### src/logic/pin_irq_pkg.sv
package pin_irq_pkg;
    localparam int PIN_COUNT = 3;
    localparam int FIRST_PIN = 3;
    localparam int DATA_W = 32;
    localparam int ADDR_W = 16;
    localparam int REG_W = 16;
    localparam int IDX_W = 14;

    // Register indices; byte address is four times the index
    localparam logic [IDX_W-1:0] IDX_PIN3_CONFIG = 14'h0702;
    localparam logic [IDX_W-1:0] IDX_PIN4_CONFIG = 14'h0703;
    localparam logic [IDX_W-1:0] IDX_PIN5_CONFIG = 14'h0704;
    localparam logic [IDX_W-1:0] IDX_PULL_ONE = 14'h0720;
    localparam logic [IDX_W-1:0] IDX_PULL_TWO = 14'h0721;
    localparam logic [IDX_W-1:0] IDX_PIN_FLAGS = 14'h0730;
    localparam logic [IDX_W-1:0] IDX_CORE_FLAGS = 14'h0731;
    localparam logic [IDX_W-1:0] IDX_CORE_LIVE = 14'h0732;
    localparam logic [IDX_W-1:0] IDX_PIN_MASK = 14'h0738;
    localparam logic [IDX_W-1:0] IDX_CORE_MASK = 14'h0739;

    // Pin configuration fields
    localparam int DIR_BIT = 15;
    localparam int PU_BIT = 14;
    localparam int PD_BIT = 13;
    localparam int POL_BIT = 10;
    localparam int OD_BIT = 9;
    localparam int DB_BIT = 8;
    localparam int LVL_BIT = 6;
    localparam int FN_LSB = 0;
    localparam int FN_W = 4;
    localparam logic [REG_W-1:0] PIN_CFG_RESET = 16'hA101;
    localparam logic [REG_W-1:0] PIN_CFG_WMASK = 16'hE74F;

    localparam logic [REG_W-1:0] PULL_ONE_RESET = 16'h0000;
    localparam logic [REG_W-1:0] PULL_ONE_WMASK = 16'h17FF;
    localparam logic [REG_W-1:0] PULL_TWO_RESET = 16'h0140;
    localparam logic [REG_W-1:0] PULL_TWO_WMASK = 16'h017F;

    // Interrupt layouts
    localparam int PIN_FLAG_LSB = 2;
    localparam logic [REG_W-1:0] PIN_FLAG_BITS = 16'h001C;
    localparam logic [REG_W-1:0] CORE_FLAG_BITS = 16'h1ECF;
    localparam logic [REG_W-1:0] CORE_BOTH_EDGES = 16'h0004;
    localparam logic [REG_W-1:0] CORE_LIVE_BITS = 16'h1EC4;
    localparam logic [REG_W-1:0] MASK_RESET = 16'hFFFF;

    // Function select codes
    typedef enum logic [3:0] {
        FN_NONE = 4'h0, FN_GPIO = 4'h1, FN_IRQ = 4'h2, FN_MIC = 4'h3,
        FN_HP = 4'h4, FN_DYN1 = 4'h5, FN_DYN2 = 4'h6, FN_FIFO = 4'h7,
        FN_SEQ = 4'h8, FN_CAL01 = 4'h9, FN_CAL23 = 4'hA, FN_CLKSW = 4'hB,
        FN_LOCK = 4'hC, FN_OPCLK = 4'hD, FN_LOOPCLK = 4'hE, FN_RSVD = 4'hF
    } pin_fn_t;

    localparam logic [1:0] RESP_OKAY = 2'b00;
    localparam logic [1:0] RESP_SLVERR = 2'b10;
endpackage

### src/logic/pin_irq_block.sv
//////////////////////////////////////////////////////////////////////////////
//////////////////////////////////////////////////////////////////////////////
module pin_irq_block #(
    parameter int DEBOUNCE_CYCLES = 4
) (
    input wire logic sys_clk,
    input wire logic rstn,
    input wire logic [pin_irq_pkg::ADDR_W-1:0] s_axi_awaddr,
    input wire logic s_axi_awvalid,
    output logic s_axi_awready,
    input wire logic [pin_irq_pkg::DATA_W-1:0] s_axi_wdata,
    input wire logic [3:0] s_axi_wstrb,
    input wire logic s_axi_wvalid,
    output logic s_axi_wready,
    output logic [1:0] s_axi_bresp,
    output logic s_axi_bvalid,
    input wire logic s_axi_bready,
    input wire logic [pin_irq_pkg::ADDR_W-1:0] s_axi_araddr,
    input wire logic s_axi_arvalid,
    output logic s_axi_arready,
    output logic [pin_irq_pkg::DATA_W-1:0] s_axi_rdata,
    output logic [1:0] s_axi_rresp,
    output logic s_axi_rvalid,
    input wire logic s_axi_rready,
    input wire logic [pin_irq_pkg::PIN_COUNT-1:0] pin_in,
    output logic [pin_irq_pkg::PIN_COUNT-1:0] pin_out,
    output logic [pin_irq_pkg::PIN_COUNT-1:0] pin_oe,
    output logic [pin_irq_pkg::PIN_COUNT-1:0] weak_high_bias_enable,
    output logic [pin_irq_pkg::PIN_COUNT-1:0] weak_low_bias_enable,
    output logic [pin_irq_pkg::REG_W-1:0] pad_pull_one,
    output logic [pin_irq_pkg::REG_W-1:0] pad_pull_two,
    input wire logic mic_detect,
    input wire logic headphone_detect_done,
    input wire logic [1:0] dynamics_activity,
    input wire logic core_buffer_error,
    input wire logic sequencer_idle,
    input wire logic [1:0] offset_cal_complete,
    input wire logic clock_switch_done,
    input wire logic loop_lock,
    input wire logic opclk,
    input wire logic loop_clk,
    output logic irq
);
    import pin_irq_pkg::*;

    generate
        if (DEBOUNCE_CYCLES < 1 || DEBOUNCE_CYCLES > 65535) begin : g_bad_param
            $error("DEBOUNCE_CYCLES must lie between 1 and 65535");
        end
    endgenerate

    localparam logic [15:0] DB_LAST = 16'(DEBOUNCE_CYCLES - 1);

    //////////////////////////////////////////////////////////////////////////
    // Registers
    logic [REG_W-1:0] pin_cfg_reg [PIN_COUNT];
    logic [REG_W-1:0] pin_flags_reg;
    logic [REG_W-1:0] core_flags_reg;
    logic [REG_W-1:0] pin_mask_reg;
    logic [REG_W-1:0] core_mask_reg;
    logic [REG_W-1:0] core_prev_reg;
    logic [PIN_COUNT-1:0] pin_level_reg;
    logic [PIN_COUNT-1:0] pin_level_prev_reg;

    //////////////////////////////////////////////////////////////////////////
    // Write channel: address and data taken in either order
    logic aw_held_reg;
    logic w_held_reg;
    logic [ADDR_W-1:0] awaddr_reg;
    logic [DATA_W-1:0] wdata_reg;
    logic [3:0] wstrb_reg;
    logic do_write;
    logic [IDX_W-1:0] wr_idx;
    logic [REG_W-1:0] wr_bits;
    logic [REG_W-1:0] wr_en_bits;
    logic wr_hit;

    assign do_write = aw_held_reg && w_held_reg && !s_axi_bvalid;
    assign wr_idx = awaddr_reg[ADDR_W-1:2];
    assign wr_en_bits = {{8{wstrb_reg[1]}}, {8{wstrb_reg[0]}}};
    assign wr_bits = wdata_reg[REG_W-1:0];

    assign wr_hit = wr_idx inside {IDX_PIN3_CONFIG, IDX_PIN4_CONFIG, IDX_PIN5_CONFIG, IDX_PULL_ONE, IDX_PULL_TWO,
                                   IDX_PIN_FLAGS, IDX_CORE_FLAGS, IDX_CORE_LIVE, IDX_PIN_MASK, IDX_CORE_MASK};

    always_ff @(posedge sys_clk or negedge rstn) begin
        if (!rstn) begin
            aw_held_reg <= 1'b0;
            w_held_reg <= 1'b0;
            awaddr_reg <= '0;
            wdata_reg <= '0;
            wstrb_reg <= '0;
            s_axi_awready <= 1'b0;
            s_axi_wready <= 1'b0;
        end else begin
            s_axi_awready <= !aw_held_reg && !s_axi_awready && s_axi_awvalid;
            s_axi_wready <= !w_held_reg && !s_axi_wready && s_axi_wvalid;
            if (s_axi_awvalid && s_axi_awready) begin
                aw_held_reg <= 1'b1;
                awaddr_reg <= s_axi_awaddr;
            end else if (do_write) begin
                aw_held_reg <= 1'b0;
            end
            if (s_axi_wvalid && s_axi_wready) begin
                w_held_reg <= 1'b1;
                wdata_reg <= s_axi_wdata;
                wstrb_reg <= s_axi_wstrb;
            end else if (do_write) begin
                w_held_reg <= 1'b0;
            end
        end
    end

    always_ff @(posedge sys_clk or negedge rstn) begin
        if (!rstn) begin
            s_axi_bvalid <= 1'b0;
            s_axi_bresp <= RESP_OKAY;
        end else if (do_write) begin
            s_axi_bvalid <= 1'b1;
            s_axi_bresp <= wr_hit ? RESP_OKAY : RESP_SLVERR;
        end else if (s_axi_bready) begin
            s_axi_bvalid <= 1'b0;
        end
    end

    function automatic logic [REG_W-1:0] merge(input logic [REG_W-1:0] old_val,
                                               input logic [REG_W-1:0] new_val,
                                               input logic [REG_W-1:0] lanes,
                                               input logic [REG_W-1:0] wmask);
        logic [REG_W-1:0] sel;
        sel = lanes & wmask;
        merge = (old_val & ~sel) | (new_val & sel);
    endfunction

    //////////////////////////////////////////////////////////////////////////
    // Pad pull controls
    always_ff @(posedge sys_clk or negedge rstn) begin
        if (!rstn) begin
            pad_pull_one <= PULL_ONE_RESET;
            pad_pull_two <= PULL_TWO_RESET;
        end else if (do_write) begin
            if (wr_idx == IDX_PULL_ONE) begin
                pad_pull_one <= merge(pad_pull_one, wr_bits, wr_en_bits, PULL_ONE_WMASK);
            end
            if (wr_idx == IDX_PULL_TWO) begin
                pad_pull_two <= merge(pad_pull_two, wr_bits, wr_en_bits, PULL_TWO_WMASK);
            end
        end
    end

    //////////////////////////////////////////////////////////////////////////
    // Masks
    always_ff @(posedge sys_clk or negedge rstn) begin
        if (!rstn) begin
            pin_mask_reg <= MASK_RESET;
            core_mask_reg <= MASK_RESET;
        end else if (do_write) begin
            if (wr_idx == IDX_PIN_MASK) begin
                pin_mask_reg <= merge(pin_mask_reg, wr_bits, wr_en_bits, PIN_FLAG_BITS);
            end
            if (wr_idx == IDX_CORE_MASK) begin
                core_mask_reg <= merge(core_mask_reg, wr_bits, wr_en_bits, CORE_FLAG_BITS);
            end
        end
    end

    //////////////////////////////////////////////////////////////////////////
    // Per-pin configuration, input conditioning and drive
    logic [15:0] fn_src;
    assign fn_src = {1'b0, loop_clk, opclk, loop_lock, clock_switch_done, offset_cal_complete[1],
                     offset_cal_complete[0], sequencer_idle, core_buffer_error, dynamics_activity[1],
                     dynamics_activity[0], headphone_detect_done, mic_detect, irq, 1'b0, 1'b0};

    genvar p;
    generate
        for (p = 0; p < PIN_COUNT; p++) begin : g_pin
            logic [2:0] sync_reg;
            logic stable_reg;
            logic [15:0] db_cnt_reg;
            logic [IDX_W-1:0] my_idx;
            logic [FN_W-1:0] fn;
            logic src;
            logic drive_en;
            logic drive_val;

            assign my_idx = IDX_PIN3_CONFIG + IDX_W'(p);
            assign fn = pin_cfg_reg[p][FN_LSB +: FN_W];

            always_ff @(posedge sys_clk or negedge rstn) begin
                if (!rstn) begin
                    pin_cfg_reg[p] <= PIN_CFG_RESET;
                end else if (do_write && wr_idx == my_idx) begin
                    pin_cfg_reg[p] <= merge(pin_cfg_reg[p], wr_bits, wr_en_bits, PIN_CFG_WMASK);
                end
            end

            // Change accepted once the second and third stages agree
            always_ff @(posedge sys_clk or negedge rstn) begin
                if (!rstn) begin
                    sync_reg <= '0;
                    stable_reg <= 1'b0;
                end else begin
                    sync_reg <= {sync_reg[1:0], pin_in[p]};
                    if (sync_reg[1] == sync_reg[2]) begin
                        stable_reg <= sync_reg[2];
                    end
                end
            end

            // Debounce: new level must hold for DEBOUNCE_CYCLES
            always_ff @(posedge sys_clk or negedge rstn) begin
                if (!rstn) begin
                    db_cnt_reg <= '0;
                    pin_level_reg[p] <= 1'b0;
                end else if (!pin_cfg_reg[p][DB_BIT] || stable_reg == pin_level_reg[p]) begin
                    db_cnt_reg <= '0;
                    pin_level_reg[p] <= stable_reg;
                end else if (db_cnt_reg >= DB_LAST) begin
                    db_cnt_reg <= '0;
                    pin_level_reg[p] <= stable_reg;
                end else begin
                    db_cnt_reg <= db_cnt_reg + 16'h0001;
                end
            end

            always_comb begin
                src = (fn == FN_GPIO) ? pin_cfg_reg[p][LVL_BIT] : fn_src[fn];
                drive_val = src ^ pin_cfg_reg[p][POL_BIT];
                drive_en = !pin_cfg_reg[p][DIR_BIT] && fn != FN_NONE && fn != FN_RSVD;
            end

            // Open drain only pulls low; CMOS drives both levels
            always_ff @(posedge sys_clk or negedge rstn) begin
                if (!rstn) begin
                    pin_out[p] <= 1'b0;
                    pin_oe[p] <= 1'b0;
                    weak_high_bias_enable[p] <= 1'b0;
                    weak_low_bias_enable[p] <= 1'b1;
                end else begin
                    pin_out[p] <= drive_val && !pin_cfg_reg[p][OD_BIT];
                    pin_oe[p] <= drive_en && (!pin_cfg_reg[p][OD_BIT] || !drive_val);
                    weak_high_bias_enable[p] <= pin_cfg_reg[p][PU_BIT];
                    weak_low_bias_enable[p] <= pin_cfg_reg[p][PD_BIT];
                end
            end
        end
    endgenerate

    //////////////////////////////////////////////////////////////////////////
    // Event flags: set wins over a clearing write in the same cycle
    logic [REG_W-1:0] core_live;
    logic [REG_W-1:0] core_set;
    logic [REG_W-1:0] pin_set;
    logic [REG_W-1:0] pin_clr;
    logic [REG_W-1:0] core_clr;
    // No core edge in the first cycle: an event already high at reset is not news
    logic primed_reg;

    assign core_live = {3'b000, offset_cal_complete[1], offset_cal_complete[0], sequencer_idle,
                        core_buffer_error, 1'b0, dynamics_activity[1], dynamics_activity[0], 2'b00,
                        clock_switch_done, loop_lock, headphone_detect_done, mic_detect};
    assign core_set = ((core_live & ~core_prev_reg) | (~core_live & core_prev_reg & CORE_BOTH_EDGES))
                      & CORE_FLAG_BITS & {REG_W{primed_reg}};
    assign pin_set = REG_W'(pin_level_reg ^ pin_level_prev_reg) << PIN_FLAG_LSB;
    assign pin_clr = (do_write && wr_idx == IDX_PIN_FLAGS) ? (wr_bits & wr_en_bits) : '0;
    assign core_clr = (do_write && wr_idx == IDX_CORE_FLAGS) ? (wr_bits & wr_en_bits) : '0;

    always_ff @(posedge sys_clk or negedge rstn) begin
        if (!rstn) begin
            core_prev_reg <= '0;
            pin_level_prev_reg <= '0;
            primed_reg <= 1'b0;
        end else begin
            core_prev_reg <= core_live;
            pin_level_prev_reg <= pin_level_reg;
            primed_reg <= 1'b1;
        end
    end

    always_ff @(posedge sys_clk or negedge rstn) begin
        if (!rstn) begin
            pin_flags_reg <= '0;
            core_flags_reg <= '0;
        end else begin
            pin_flags_reg <= ((pin_flags_reg & ~pin_clr) | pin_set) & PIN_FLAG_BITS;
            core_flags_reg <= ((core_flags_reg & ~core_clr) | core_set) & CORE_FLAG_BITS;
        end
    end

    always_ff @(posedge sys_clk or negedge rstn) begin
        if (!rstn) begin
            irq <= 1'b0;
        end else begin
            irq <= |(pin_flags_reg & ~pin_mask_reg) || |(core_flags_reg & ~core_mask_reg);
        end
    end

    //////////////////////////////////////////////////////////////////////////
    // Read channel
    logic [IDX_W-1:0] rd_idx;
    logic [REG_W-1:0] rd_val;
    logic rd_hit;

    assign rd_idx = s_axi_araddr[ADDR_W-1:2];

    function automatic logic [REG_W-1:0] cfg_view(input logic [REG_W-1:0] cfg, input logic level);
        logic [REG_W-1:0] v;
        v = cfg;
        v[LVL_BIT] = level ^ cfg[POL_BIT];
        cfg_view = v;
    endfunction

    always_comb begin
        rd_val = '0;
        rd_hit = 1'b1;
        case (rd_idx)
            IDX_PIN3_CONFIG: rd_val = cfg_view(pin_cfg_reg[0], pin_level_reg[0]);
            IDX_PIN4_CONFIG: rd_val = cfg_view(pin_cfg_reg[1], pin_level_reg[1]);
            IDX_PIN5_CONFIG: rd_val = cfg_view(pin_cfg_reg[2], pin_level_reg[2]);
            IDX_PULL_ONE: rd_val = pad_pull_one;
            IDX_PULL_TWO: rd_val = pad_pull_two;
            IDX_PIN_FLAGS: rd_val = pin_flags_reg;
            IDX_CORE_FLAGS: rd_val = core_flags_reg;
            IDX_CORE_LIVE: rd_val = core_live & CORE_LIVE_BITS;
            IDX_PIN_MASK: rd_val = pin_mask_reg & PIN_FLAG_BITS;
            IDX_CORE_MASK: rd_val = core_mask_reg & CORE_FLAG_BITS;
            default: begin
                rd_hit = 1'b0;
            end
        endcase
    end

    always_ff @(posedge sys_clk or negedge rstn) begin
        if (!rstn) begin
            s_axi_arready <= 1'b0;
            s_axi_rvalid <= 1'b0;
            s_axi_rdata <= '0;
            s_axi_rresp <= RESP_OKAY;
        end else begin
            s_axi_arready <= !s_axi_arready && !s_axi_rvalid && s_axi_arvalid;
            if (s_axi_arvalid && s_axi_arready) begin
                s_axi_rvalid <= 1'b1;
                s_axi_rdata <= DATA_W'(rd_val);
                s_axi_rresp <= rd_hit ? RESP_OKAY : RESP_SLVERR;
            end else if (s_axi_rready) begin
                s_axi_rvalid <= 1'b0;
            end
        end
    end
endmodule

### config.mk
export PLATFORM = sky130hd
export DESIGN_NAME = pin_irq_block
export DESIGN_NICKNAME = d
export VERILOG_FILES = /design/src/logic/pin_irq_pkg.sv /design/src/logic/pin_irq_block.sv
export SDC_FILE = /design/constraint.sdc
export NUM_CORES = 1
export LEC_CHECK = 0
export ABC_CLOCK_PERIOD_IN_PS = 2340
export BUFFER_PORTS_ARGS = -buffer_cell sky130_fd_sc_hd__buf_4
export CELL_PAD_IN_SITES_DETAIL_PLACEMENT = 0
export CELL_PAD_IN_SITES_GLOBAL_PLACEMENT = 1
export CORE_UTILIZATION = 45
export CTS_CLUSTER_SIZE = 16
export DETAILED_ROUTE_END_ITERATION = 6
export PLACE_DENSITY_LB_ADDON = 0.1
export RECOVER_POWER = 100
export SYNTH_ARGS = -nofsm -noshare
export SYNTH_HDL_FRONTEND = slang
export SYNTH_SLANG_ARGS = --single-unit
### constraint.sdc
create_clock -name sys_clk -period 2.34 [get_ports sys_clk]
set_input_delay 0.351 -clock sys_clk [delete_from_list [all_inputs] [get_ports sys_clk]]
set_output_delay 0.351 -clock sys_clk [all_outputs]
set_load 0.005 [all_outputs]
# Yosys cells after proc, flatten, opt, wreduce, memory -nomap -nowiden
# Index checks and enable logic that the tools add are counted.
op_classes:
  n_addsub: 3
  n_bitwise: 48
  n_mux: 34
  eq_ne: 32
  order_cmp: 6
  reduce_logical: 72
ops:
  columns: ["operator", "n"]
  rows:
  - ["14-bit by 11-bit == test with 1-bit output (second input constant)", 20]
  - ["16-bit case mux with 10 select lines", 1]
  - ["16-bit AND", 8]
  - ["16-bit bitwise OR", 7]
  - ["16-bit two-way mux", 6]
  - ["13-bit AND", 4]
  - ["16-bit by 1-bit adder with 16-bit output (second input constant)", 3]
  - ["16-bit by 2-bit >= comparator with 1-bit output (second input constant)", 3]
  - ["16-bit inverter", 3]
  - ["16-bit by 13-bit AND with 16-bit output", 2]
  - ["13-bit inverter with 16-bit output", 2]
  - ["16-bit OR reduction", 2]
  - ["1-bit logical AND", 28]
  - ["13-bit inverter", 2]
  - ["1-bit two-way mux", 20]
  - ["1-bit zero test", 19]
  - ["13-bit by 16-bit AND with 16-bit output", 1]
  - ["16-bit by 5-bit AND with 16-bit output", 1]
  - ["16-bit by 9-bit AND with 16-bit output", 1]
  - ["5-bit by 16-bit AND with 16-bit output", 1]
  - ["5-bit inverter with 16-bit output", 1]
  - ["9-bit inverter with 16-bit output", 1]
  - ["4-bit by 5-bit < comparator with 1-bit output (second input constant)", 3]
  - ["2-bit nonzero test", 7]
  - ["other kinds (21)", 49]
word_totals:
  word_cells: 245
  output_inout_bits: 86
  reg_bits: 276
  in_bits: 90

# Depth between registers and ports, before layout
logic_depth:
  ltp_word: 7
  mapped_depth: 7
  depth_no_buf: 5

# Worst setup path after synthesis
# OpenSTA, ideal clock, no wires.
synth_timing:
  kind: "register to register"
  from: "register with a tool-made name"
  to: "register pin_oe[0] (netlist name)"
  path_stages_with_launch: 6
  n_path_buf: 1
  required_ns: 2.220
  arrival_ns: 1.925
  synth_period_minus_slack_ns: 2.045
  setup_slack_ns: 0.295
  setup_time_ns: 0.120
  cell_sequence: "dfstp_2 > buf_6 > mux4_2 > mux4_2 > xnor2_1 > o211a_1"
synth_lines:
  columns: ["item", "line_no", "text"]
  rows:
  - ["to (signal, indexed assignment)", "pin_irq_block.sv:241", "pin_oe[p] <= drive_en && (!pin_cfg_reg[p][OD_BIT] || !drive_val);"]
  - ["to (decl)", "pin_irq_block.sv:27", "output logic [pin_irq_pkg::PIN_COUNT-1:0] pin_oe,"]

==> metrics.txt <==
final worst path period need 2.25 ns; Tightest Hold Check Type in2reg; final clock period utilization by the worst path 96.3%; deepest level of the CTS H-tree 1; number of design-rule violations left by the first detailed-router iteration 350; internal power component 7.36 mW; run status finished clean; final global-route overflow total 0; Global Route met3 Usage 3.30%; DR vias 6885; leakage component of the power 5.48 nW; Clock power frac 39.6%; reg2reg end pin_out[1]; ys async rst share 100%; part of the Yosys area used for sequential elements 57.4%; average routed wire per standard cell 20.3 um; endpoint required time on the critical path 2.74 ns; multi-input logic area 3960 um^2; cell row count 53; setup repair after global routing missed its margin no; initial core utilization 46.6%; buffers inserted by post-CTS timing repair 0; Crit Path Class reg2reg; Max Cap Viol 0; number of I/O port buffers 123; share of layout cells above drive strength 1 34.1%; start point of the worst min-delay path s_axi_rready; maximum number of pins on one net before global-route repair 76; busiest metal layer after global routing met2; fraction of power spent switching nets 26.1%; commonest register cell after synthesis sky130_fd_sc_hd__dfrtp_1; Via-to-Cell Ratio 5.46; most common cell after layout, fill and taps aside sky130_fd_sc_hd__dfrtp_1; post-synthesis instance total 763; Synth-to-Final Area Change 22.0%; number of DRC violations after detailed routing 0; Worst Setup End Kind flip-flop; Endpoint, Worst Hold s_axi_rvalid; via count of the first global-routing pass 7054; peak supply drop 0.000520 V; Filler Cell Count 1797; Hold Path Cell Cnt 2; CTS max path bufs 3; ant diodes 0; die height 150 um; global-route track usage on met2 40.1%; clock tree sinks 226; CTS tree built; number of antenna violations at the first check in global routing 0; Reg2Reg Setup Slack 0.09 ns; total power consumption of the routed design 9.96 mW; power spent charging and discharging nets 2.60 mW; proportion of power drawn by combinational gates 11.2%; Die Wd 150 um; Root Buffer sky130_fd_sc_hd__clkbuf_16; Least-Margin Pin Slew 1.37 ns; per-instance average area after synthesis 13.0 um^2; HPWL after DPL 18900 um; sequential share of power 49.2%; Post-synth EDFFs 0; tightest slew margin relative to the limit 8.75%; highest-count cells in the layout ignoring fill and taps sky130_fd_sc_hd__dfrtp_1, sky130_fd_sc_hd__mux2_2, sky130_fd_sc_hd__conb_1; maximum fanout along the worst path 12; total routed wirelength 25600 um; clock buffer count from CTS 24; area of the die 22600 um^2; summed instance area of the synthesized netlist 9910 um^2; DR pass1 iterations 5; count of final hold-check violations 0; FF/Latch Area 5690 um^2; category of the worst setup path launch point flip-flop; total power density per cell area 824 nW/um^2; Placeable Area 21300 um^2; sum of negative setup slack 0 ns; worst reg-to-reg path cell count 4; max-slew violations 0; clock-pin slew on the worst setup and hold paths 0.06 ns; met1 usage 30.7%; total routing resource utilization after global routing 23.5%; GP Congestion 0.883; first-pass GRT wire length 39700 um; FF+latch count, synth 226; Max Freq 0.444 GHz; I/O pins 176; arrival time worst endpoint 2.65 ns; number of antenna-violating nets in the routed design 0; insertion delay to the later sink of the worst-skew pair 0.52 ns; Setup Viol. Count Final 0; Synth Warn # 0; post-synthesis cell type count 77; worst clock skew 0.0233 ns; Final nets 1061
kinds of logic (layout without fill, tap and decap cells):
kind of cell	after synthesis	after routing	share of synthesized area, %
buffers and inverters	82	234	4.53
adder cells (fa/ha/maj)	6	6	0.682
AO/OA/AOI/OAI	103	103	7.78
flip-flops	226	226	57.4
AND/OR/NAND/NOR	200	200	12.8
other	2	73	0.0758
XOR/XNOR	11	11	0.972
multiplexers	133	133	15.7
worst max-delay path, stage by stage (launching register included):
cell and delay, ns:
sky130_fd_sc_hd__dfstp_1 0.81, sky130_fd_sc_hd__mux4_2 0.56, sky130_fd_sc_hd__and2_1 0.20, sky130_fd_sc_hd__o311a_1 0.30, sky130_fd_sc_hd__mux2_2 0.27
layout make-up:
| cell class | instances | share of cell area (%) |
|---|---|---|
| inverters | 24 | 0.745 |
| flip-flops and latches | 226 | 47.1 |
| well taps | 275 | 2.85 |
| multi-input cells | 526 | 32.7 |
| clock inverters | 14 | 1.46 |
| clock buffers | 30 | 5.41 |
| repair buffers | 166 | 9.73 |
synth_stat cells (all sizes together), types with 15 or more instances:
cell / number / area (um^2)
nor4: 24 / 244
nand2: 43 / 171
dfrtp: 196 / 4900
buf: 43 / 303
nor2: 32 / 120
clkbuf: 15 / 56.3
nor3: 17 / 123
inv: 24 / 90.1
mux2: 111 / 1250
mux2i: 15 / 150
a21oi: 16 / 80.1
dfstp: 30 / 788
power by group through the flow:
stage	registers, mW	logic (mW)	clock network [mW]
after detailed placement	4.98	1.16	0
after CTS	4.91	1.18	4.02
after floorplan	4.69	0.773	0
after global routing	4.96	1.24	4.21
after global placement	4.95	1.12	0
final	4.90	1.12	3.94
repair_timing:
item                                    CTS  global route
endpoints found under the setup margin    0             0
gates resized for setup                   0             0
hold buffers                             11             0
hold endpoints to repair                 57             0
worst max-delay path by stage:
| stage | from | end | slack, ns | cells past startpoint |
|---|---|---|---|---|
| finish | flip-flop | pin_out[1] | 0.09 | 4 |
| global route | flip-flop | pin_out[1] | 0.05 | 4 |
| CTS | flip-flop | pin_oe[0] | 0.11 | 4 |
| detailed placement | flip-flop | pin_oe[0] | 0.14 | 4 |
| global placement | flip-flop | pin_oe[0] | 0.19 | 4 |
| floorplan | flip-flop | pin_oe[0] | 0.29 | 5 |
routing by layer:
layer | wire [um] | part of all wire, % | vias up
met4 | 734 | 2.9 | 0
met1 | 10900 | 42 | 3486
met5 | 0 | 0 | -
met2 | 12700 | 50 | 225
li1 | - | - | 3122
met3 | 1280 | 5.0 | 52
metrics by stage:
step | cell area (um^2) | setup WS (ns) | instances | hold slack (ns) | utilization, %
floorplan | 10200 | 0.295 | 834 | 0.0554 | -
global placement | 11400 | 0.194 | 1206 | 0.333 | 53.4
detailed placement | 11400 | 0.141 | 1206 | 0.335 | 53.4
CTS | 12300 | 0.115 | 1261 | 0.00377 | 57.8
global route | 12100 | 0.0547 | 1261 | 0.0483 | 56.8
finish | 12100 | 0.0867 | 1261 | 0.0393 | 56.8
(Power assumes the default switching activity.)
